## config.mk

```make
export PLATFORM = sky130hd
export DESIGN_NAME = iprio_regs
export DESIGN_NICKNAME = d
export VERILOG_FILES = /design/src/rtl/iprio_pkg.sv /design/src/rtl/iprio_regs.sv
export SDC_FILE = /design/constraint.sdc
export NUM_CORES = 1
export LEC_CHECK = 0
export ABC_AREA = 1
export BUFFER_PORTS_ARGS = -buffer_cell sky130_fd_sc_hd__buf_4
export CORE_MARGIN = 1
export CORE_UTILIZATION = 35
export CTS_BUF_LIST = sky130_fd_sc_hd__clkbuf_16
export DETAILED_ROUTE_END_ITERATION = 7
export PLACE_DENSITY = 0.63
export SLEW_MARGIN = 30
export SYNTH_ARGS = -nofsm -noshare
export SYNTH_HDL_FRONTEND = slang
export SYNTH_SLANG_ARGS = --single-unit
```

## constraint.sdc

```tcl
create_clock -name clock -period 1.15 [get_ports clock]
set_clock_uncertainty 0.05 [all_clocks]
set_input_delay 0 -clock clock [delete_from_list [all_inputs] [get_ports clock]]
set_output_delay 0 -clock clock [all_outputs]
set_load 0.02 [all_outputs]
```

## src/rtl/iprio_pkg.sv

```systemverilog
package iprio_pkg;

    // ------------------------------------------------------------
    // register indices (word offsets on the plain register port)
    // ------------------------------------------------------------
    localparam logic [2:0] OFS_COMPARE_CAPTURE_A = 3'h0;
    localparam logic [2:0] OFS_PARALLEL_COMPARE = 3'h1;
    localparam logic [2:0] OFS_SECOND_I2C = 3'h2;
    localparam logic [2:0] OFS_EXTERNAL_PINS_B = 3'h3;
    localparam logic [2:0] OFS_CALENDAR_CLOCK = 3'h4;
    localparam logic [2:0] OFS_CRC_UART_ERRORS = 3'h5;
    localparam logic [2:0] OFS_LOW_VOLTAGE = 3'h6;

    // ------------------------------------------------------------
    // field positions (low bit of each 3-bit field)
    // ------------------------------------------------------------
    localparam int POS_HIGH = 12;   // bits 14-12
    localparam int POS_MID = 8;     // bits 10-8
    localparam int POS_LOW = 4;     // bits 6-4
    localparam int POS_BASE = 0;    // bits 2-0

    // implemented-bit masks per register
    localparam logic [15:0] MASK_FOUR = 16'h7777;
    localparam logic [15:0] MASK_LOW_PAIR = 16'h0077;
    localparam logic [15:0] MASK_MID_LOW = 16'h0770;
    localparam logic [15:0] MASK_MID = 16'h0700;
    localparam logic [15:0] MASK_THREE_UPPER = 16'h7770;
    localparam logic [15:0] MASK_BASE = 16'h0007;

    // every field resets to level 4
    localparam logic [2:0] LEVEL_RESET = 3'h4;
    localparam logic [2:0] LEVEL_OFF = 3'h0;
    localparam logic [15:0] RESET_ALL = 16'h4444;

endpackage

```

## src/rtl/iprio_regs.sv

```systemverilog
// Operation
// - field 111 means level 7, highest
// - field 001 is level 1, linear up
// - field 000 disables the source entirely
// - unimplemented bits read zero, ignore writes
// - calendar priority in bits 10-8 only
// - crc 14-12, serial2 10-8, serial1 6-4
// - all fields reset to level 4
//
// Local design decisions: the address map and the plain strobed port.
module iprio_regs (
    // clock and reset
    input wire logic clock,
    input wire logic rst_n,
    // register port
    input wire logic [2:0] regAddr,
    input wire logic [15:0] regWrData,
    input wire logic regWrite,
    input wire logic regRead,
    output logic [15:0] regRdData,
    // raw request per source, from the peripherals (same clock)
    input wire logic [15:0] srcRequest,
    // level per source to arbitration, 0 means not presented
    output logic [47:0] srcLevel,
    output logic [15:0] srcActive
);

    // ------------------------------------------------------------
    // storage
    // ------------------------------------------------------------
    logic [15:0] bank_r [7];      // one word per register index
    logic [15:0] bank_nxt [7];    // next values
    logic [15:0] rdData_r;        // read answer register
    logic [15:0] rdData_nxt;

    // implemented-bit mask per index; index order follows the package
    function automatic logic [15:0] regMask(input logic [2:0] idx);
        case (idx)
            iprio_pkg::OFS_COMPARE_CAPTURE_A: regMask = iprio_pkg::MASK_FOUR;
            iprio_pkg::OFS_PARALLEL_COMPARE: regMask = iprio_pkg::MASK_LOW_PAIR;
            iprio_pkg::OFS_SECOND_I2C: regMask = iprio_pkg::MASK_MID_LOW;
            iprio_pkg::OFS_EXTERNAL_PINS_B: regMask = iprio_pkg::MASK_MID_LOW;
            iprio_pkg::OFS_CALENDAR_CLOCK: regMask = iprio_pkg::MASK_MID;
            iprio_pkg::OFS_CRC_UART_ERRORS: regMask = iprio_pkg::MASK_THREE_UPPER;
            iprio_pkg::OFS_LOW_VOLTAGE: regMask = iprio_pkg::MASK_BASE;
            default: regMask = 16'h0000;  // unmapped index holds nothing
        endcase
    endfunction

    // ------------------------------------------------------------
    // write and read path
    // ------------------------------------------------------------
    // writes land only on implemented bits; others stay zero
    always_comb begin
        for (int i = 0; i < 7; i++) begin
            bank_nxt[i] = bank_r[i];
            if (regWrite && regAddr == 3'(i)) begin
                bank_nxt[i] = regWrData & regMask(3'(i));
            end
        end
        rdData_nxt = 16'h0000;
        if (regRead && regAddr != 3'h7) begin
            rdData_nxt = bank_r[regAddr] & regMask(regAddr);
        end
    end

    // reset loads level 4 into every implemented field
    always_ff @(posedge clock or negedge rst_n) begin
        if (!rst_n) begin
            for (int i = 0; i < 7; i++) begin
                bank_r[i] <= iprio_pkg::RESET_ALL & regMask(3'(i));
            end
            rdData_r <= 16'h0000;
        end else begin
            for (int i = 0; i < 7; i++) begin
                bank_r[i] <= bank_nxt[i];
            end
            rdData_r <= rdData_nxt;
        end
    end

    assign regRdData = rdData_r;

    // ------------------------------------------------------------
    // fields to arbitration
    // ------------------------------------------------------------
    // source order: 0 ic6, 1 oc5, 2 oc6, 3 oc7, 4 oc8, 5 pmp,
    // 6 i2c2 slave, 7 i2c2 master, 8 int3, 9 int4, 10 calendar,
    // 11 serial1 err, 12 serial2 err, 13 crc err, 14 lvd, 15 spare
    logic [2:0] lvl [16];
    always_comb begin
        lvl[0] = bank_r[0][iprio_pkg::POS_BASE +: 3];
        lvl[1] = bank_r[0][iprio_pkg::POS_LOW +: 3];
        lvl[2] = bank_r[0][iprio_pkg::POS_MID +: 3];
        lvl[3] = bank_r[0][iprio_pkg::POS_HIGH +: 3];
        lvl[4] = bank_r[1][iprio_pkg::POS_BASE +: 3];
        lvl[5] = bank_r[1][iprio_pkg::POS_LOW +: 3];
        lvl[6] = bank_r[2][iprio_pkg::POS_LOW +: 3];
        lvl[7] = bank_r[2][iprio_pkg::POS_MID +: 3];
        lvl[8] = bank_r[3][iprio_pkg::POS_LOW +: 3];
        lvl[9] = bank_r[3][iprio_pkg::POS_MID +: 3];
        lvl[10] = bank_r[4][iprio_pkg::POS_MID +: 3];
        lvl[11] = bank_r[5][iprio_pkg::POS_LOW +: 3];
        lvl[12] = bank_r[5][iprio_pkg::POS_MID +: 3];
        lvl[13] = bank_r[5][iprio_pkg::POS_HIGH +: 3];
        lvl[14] = bank_r[6][iprio_pkg::POS_BASE +: 3];
        lvl[15] = iprio_pkg::LEVEL_OFF;  // spare slot never presented
    end

    // level code is the priority itself: 7 highest, 1 lowest, 0 off
    always_comb begin
        for (int s = 0; s < 16; s++) begin
            srcLevel[s*3 +: 3] = lvl[s];
            srcActive[s] = srcRequest[s] && (lvl[s] != iprio_pkg::LEVEL_OFF);
        end
    end

    // level-not-off per source, rebuilt from the outputs for the gating check
    logic [15:0] levelOn;
    always_comb begin
        levelOn = 16'h0000;
        for (int s = 0; s < 16; s++) begin
            levelOn[s] = srcLevel[s*3 +: 3] != 3'h0;
        end
    end
endmodule

```

Word level (Yosys, flattened, before mapping)
Cells that the tools add are included.

storage, ports and cells
  input bits = 39
  output and inout port bits = 80
  register bits = 128
  logic and storage cells = 78

cells by class
  order comparisons = 1
  equal/unequal tests = 7
  reduce and logical (&&, ||, !) cells = 40
  multiplexer cells = 13
  bitwise operators = 9

operators by type and width
  operator            number
  $mux 16             11
  $and 16x16->16      8
  $pmux 15 s6         1
  $bmux 16 s3         1
  $reduce_bool 3->1   15
  $logic_and 1x1->1   23
  $eq 3x3->1 const B  3
  $eq 3x2->1 const B  2
  $ge 4x4->1 const B  1
  $not 3->4           1
  $eq 3x1->1 const B  1
  $logic_not 3->1     1
  $ne 3x3->1 const B  1
  $reduce_or 2->1     1

Depth between registers and ports, before layout
  depth in word-level cells = 6
  mapped depth = 10
  gate-level depth less buffers = 8

Worst setup path after synthesis
OpenSTA, ideal clock, no wires.

  path kind = reg2reg
  start point = register bank_r, in the netlist srcLevel[27]
  end point = register rdData_r[8] (netlist: regRdData[8])
  path buffers = 0
  arrival = 0.934 ns
  period minus slack after synthesis = 1.102 ns
  cell stages (with the launch flop) = 4
  slack = 0.048 ns
  library setup time = 0.118 ns
  cells stage by stage = dfrtp_1 or2_2 a21oi_1 nor2_1

between the ends
  cells in the longest elaborated chain, start to end = 5

ends and longest elaborated chain
  element                                      line              RTL
  start: declaration                           iprio_regs.sv:31  logic [15:0] bank_r [7];
  start signal: indexed assignment             iprio_regs.sv:71  bank_r[i] <= iprio_pkg::RESET_ALL & regMask(3'(i));
  start signal: indexed assignment             iprio_regs.sv:76  bank_r[i] <= bank_nxt[i];
  $bmux 16 s3                                  iprio_regs.sv:63  rdData_nxt = bank_r[regAddr] & regMask(regAddr);
  $mux 16 (not written as such) (2 in series)  iprio_regs.sv:63
  $and 16x16->16                               iprio_regs.sv:63
  $mux 16                                      iprio_regs.sv:62  if (regRead && regAddr != 3'h7) begin
  named net rdData_nxt[8]                      iprio_regs.sv:34  logic [15:0] rdData_nxt;
  end signal: assignment                       iprio_regs.sv:78  rdData_r <= rdData_nxt;
  end: declaration                             iprio_regs.sv:33  logic [15:0] rdData_r;

The timed path passes the listed nets, and every way through them passes these cells. The select of a mux whose other input is x is not followed.
A chain may end at the register's enable or synchronous reset.

Worst setup path after layout
  start point = register bank_r, in the netlist srcLevel[17]
  end point = output port srcActive[5]

between the ends
  cells in the longest elaborated chain, start to end = 2

ends and longest elaborated chain
  element            line               RTL
  $reduce_bool 3->1  --
  $logic_and 1x1->1  iprio_regs.sv:114  srcActive[s] = srcRequest[s] && (lvl[s] != iprio_pkg::LEVEL_OFF);
  end: declaration   iprio_regs.sv:25   output logic [15:0] srcActive

No other way between the ends.

==> reports/metrics.csv <==
stage,metric,value,unit
placed_design,HPWL after detailed placement,5560,um
finish,final std cells w/o fill,609,
drt,vias per cell,4.68,
power_and_ir_drop,leakage power,2.39,nW
power_and_ir_drop,Pwr Total,7.78,mW
worst_hold_path,min-delay src,regAddr[2],
placed_design,Placed Cells,533,
synthesis,Yosys cell types,25,
worst_hold_path,WHS Path Cells,3,
setup_path,CP Class,register to output pin,
finish,layout cell share with drive strength beyond 1,44.0,%
placed_design,PortBufs,105,
global_route,met1 GRT Util,24.0,%
timing,Pins Over Slew Limit,0,
synthesis,Seq cells post-synth,57,
setup_path,worst reg2reg setup slack,-60,ps
setup_path,r2r startpoint,srcLevel[17]$_DFFE_PN1P_,
finish,fillers,686,
cts,clock sink total,57,
timing,final setup violation count,16,
cts,TritonCTS Buffers,9,
global_route,vias in the first global route,2716,
floorplanning,die area,0.00835,mm2
cts,TritonCTS clock tree,yes,
setup_path,element type at the critical path end,output pin,
cts,H-tree depth,3,
global_route,total grt overflow,0,
floorplanning,io pins,119,
drt,DR WL/cell,13.8,um
timing,Setup WS post-layout,-113,ps
synthesis,Synth Instances,329,
synthesis,Mapped Area,0.00280,mm2
global_route,M2 GR Usage,34.9,%
run_status,status,finished with violations,
global_route,initial antenna violation count,0,
finish,area growth from synthesis to layout,63.9,%
cts,Worst-path clk slew,50,ps
floorplanning,Core Box Area,0.00773,mm2
floorplanning,die height,91.4,um
drt,number of antenna-violating nets in the routed design,0,
global_route,met3 usage,5.44,%
finish,Layout Nets,541,
drt,# DRC,0,
timing,final worst path period need,1260,ps
timing,fmax,792,MHz
global_route,first-pass GRT wire length,12900,um
setup_path,Slowest cell on crit path,dfstp_2,
floorplanning,Initial Util,36.2,%
cts,Max clock buf depth,2,
drt,DR vias,2851,
placed_design,gpl congestion,0.760,
setup_path,maximum net fanout on the critical path,2,
synthesis,synthesized area per cell,8.50,um2
global_route,global route hottest layer,met2,
synthesis,sequential area share after synthesis,51.7,%
power_and_ir_drop,maximum VDD drop,0.804,mV
worst_hold_path,Worst Hold Endpoint,regRdData[9]$_DFF_PN0_,
timing,final hold violation count,0,
global_route,gr usage total,20.4,%
drt,1st-iter DRT viols,105,
job,Max Cap Viol,0,
setup_path,CP peak stage delay,540,ps
global_route,largest net degree at the start of global routing,58,
timing,RSZ-0062 raised after global routing,true,
floorplanning,row cnt,32,
floorplanning,Die X,91.4,um
setup_path,WP data arrival,1210,ps
cts,CTS root buf,clkbuf_16,
cts,clk_lat worst skew,330,ps
setup_path,reg-to-reg endpoint,regRdData[6]$_DFF_PN0_,
drt,final wirelength,8380,um
worst_hold_path,min-delay worst type,input pin to register,
setup_path,CP startpoint,srcLevel[17]$_DFFE_PN1P_,
setup_path,crit start category,register,
setup_path,Critical Path RT,1100,ps
power_and_ir_drop,Pwr per Cell Area,1700,mW/mm2
timing,Tcrit/Tclk final,110,%
synthesis,Ys Warns,0,
drt,first drt pass iteration count,4,
setup_path,critical-path cell list,inv_2 -> a31oi_1 -> buf_4,
finish,antenna diode count,0,
setup_path,depth of the most critical reg-to-reg path,9,
run_status,failing checks,negative setup slack,
## stage by stage
| step | hold WS (ps) | setup TNS, ps | util [%] | area, um2 | worst slack (ps) |
|---|---|---|---|---|---|
| floorplan | -346 | 0 | - | 2820 | 48.3 |
| global placement | -45.1 | 0 | 47.7 | 3680 | 19.3 |
| detailed placement | -41.7 | 0 | 47.7 | 3680 | 2.88 |
| CTS | 3.96 | -1110 | 57.7 | 4460 | -139 |
| global route | 10.3 | -1670 | 59.3 | 4580 | -149 |
| finish | 6.72 | -1030 | 59.3 | 4580 | -113 |
## flip-flops by register name, indices dropped and copies added, names as in the netlist
name and cells:
srcLevel 45, regRdData 12
## per-layer routing
metal  vias to the layer above  wire (um)
met3                        11        477
met5                         -          0
met4                         0         97
met1                      1353       3490
li1                       1395          -
met2                        92       4310
## synthesized netlist by cell type
| master | count | area share, % |
|---|---|---|
| inv_2 | 1 | 0.13 |
| a31oi_1 | 7 | 1.6 |
| or2_2 | 2 | 0.45 |
| inv_6 | 1 | 0.31 |
| nand2_4 | 1 | 0.40 |
| nand2_2 | 2 | 0.45 |
| dfstp_2 | 15 | 14 |
| buf_6 | 3 | 1.2 |
| o21ai_0 | 39 | 7.0 |
| o21ai_2 | 10 | 3.1 |
| dfrtp_1 | 42 | 38 |
| inv_1 | 37 | 5.0 |
| nor2_4 | 4 | 1.6 |
| a21oi_1 | 3 | 0.54 |
| clkbuf_2 | 1 | 0.18 |
| o31a_1 | 10 | 3.1 |
| o21bai_1 | 1 | 0.27 |
| buf_4 | 9 | 2.4 |
| nor2_1 | 11 | 1.5 |
| a22oi_1 | 3 | 0.81 |
| nand3_1 | 11 | 2.0 |
| conb_1 | 1 | 0.13 |
| buf_2 | 7 | 1.3 |
| o31ai_1 | 3 | 0.81 |
| nand2_1 | 105 | 14 |
## worst max-delay path, delay by kind of cell (launching register included)
family | cells | cell delay (ps)
buf+inv | 2 | 220
flops | 1 | 540
compound gates | 1 | 140
## cells by family after synthesis
family | Yosys count | share of synthesized area, %
other | 1 | 0.134
AND/OR/NAND/NOR | 136 | 20.5
buffers and inverters | 59 | 10.5
AO/OA/AOI/OAI | 76 | 17.2
flip-flops | 57 | 51.7
## repair_timing
item | 4_1_cts | 5_1_grt
setup endpoints to repair | 15 | 29
resized for setup | 25 | 22
hold endpoints to repair | 86 | 0
buffers inserted | 37 | 7
hold buffers | 16 | 0
pin swaps | 9 | 17
## report_power, final
| group | total, mW | internal (mW) | switching [mW] |
|---|---|---|---|
| Sequential | 2.67 | 2.41 | 0.260 |
| Combinational | 2.86 | 1.40 | 1.46 |
| Clock | 2.26 | 1.41 | 0.850 |
## cells in the final DEF, fill, tap and decap left out, drive strengths merged
cell | synthesis | layout
a21oi | 3 | 3
inv | 39 | 40
dfrtp | 42 | 42
clkbuf | 1 | 9
o31ai | 3 | 3
conb | 1 | 8
nand2 | 108 | 108
clkinv | 0 | 6
a31oi | 7 | 7
or2 | 2 | 2
nor2 | 15 | 15
dlygate4sd3 | 0 | 16
nand3 | 11 | 11
o31a | 10 | 10
a22oi | 3 | 3
o21bai | 1 | 1
o21ai | 49 | 49
buf | 19 | 159
dfstp | 15 | 15
## area by class of cell
type	count	area [um2]	area share [%]
clock buffer	9	225	4.92
clock inverter	7	30.0	0.655
inverter	39	151	3.30
multi-input combinational	220	1120	24.5
sequential	57	1450	31.5
tap	102	128	2.79
timing repair buffer	175	1480	32.3
## how the worst max path moves through the flow
stage	to	slack (ps)	cells past startpoint
floorplan	regRdData[8]$_DFF_PN0_	50	3
global placement	regRdData[6]$_DFF_PN0_	20	8
detailed placement	srcLevel[39]$_DFFE_PN0P_	3	7
CTS	srcActive[5]	-140	3
global route	regRdData[6]$_DFF_PN0_	-150	9
finish	srcActive[5]	-110	3
Power figures use the tool's default switching activity.
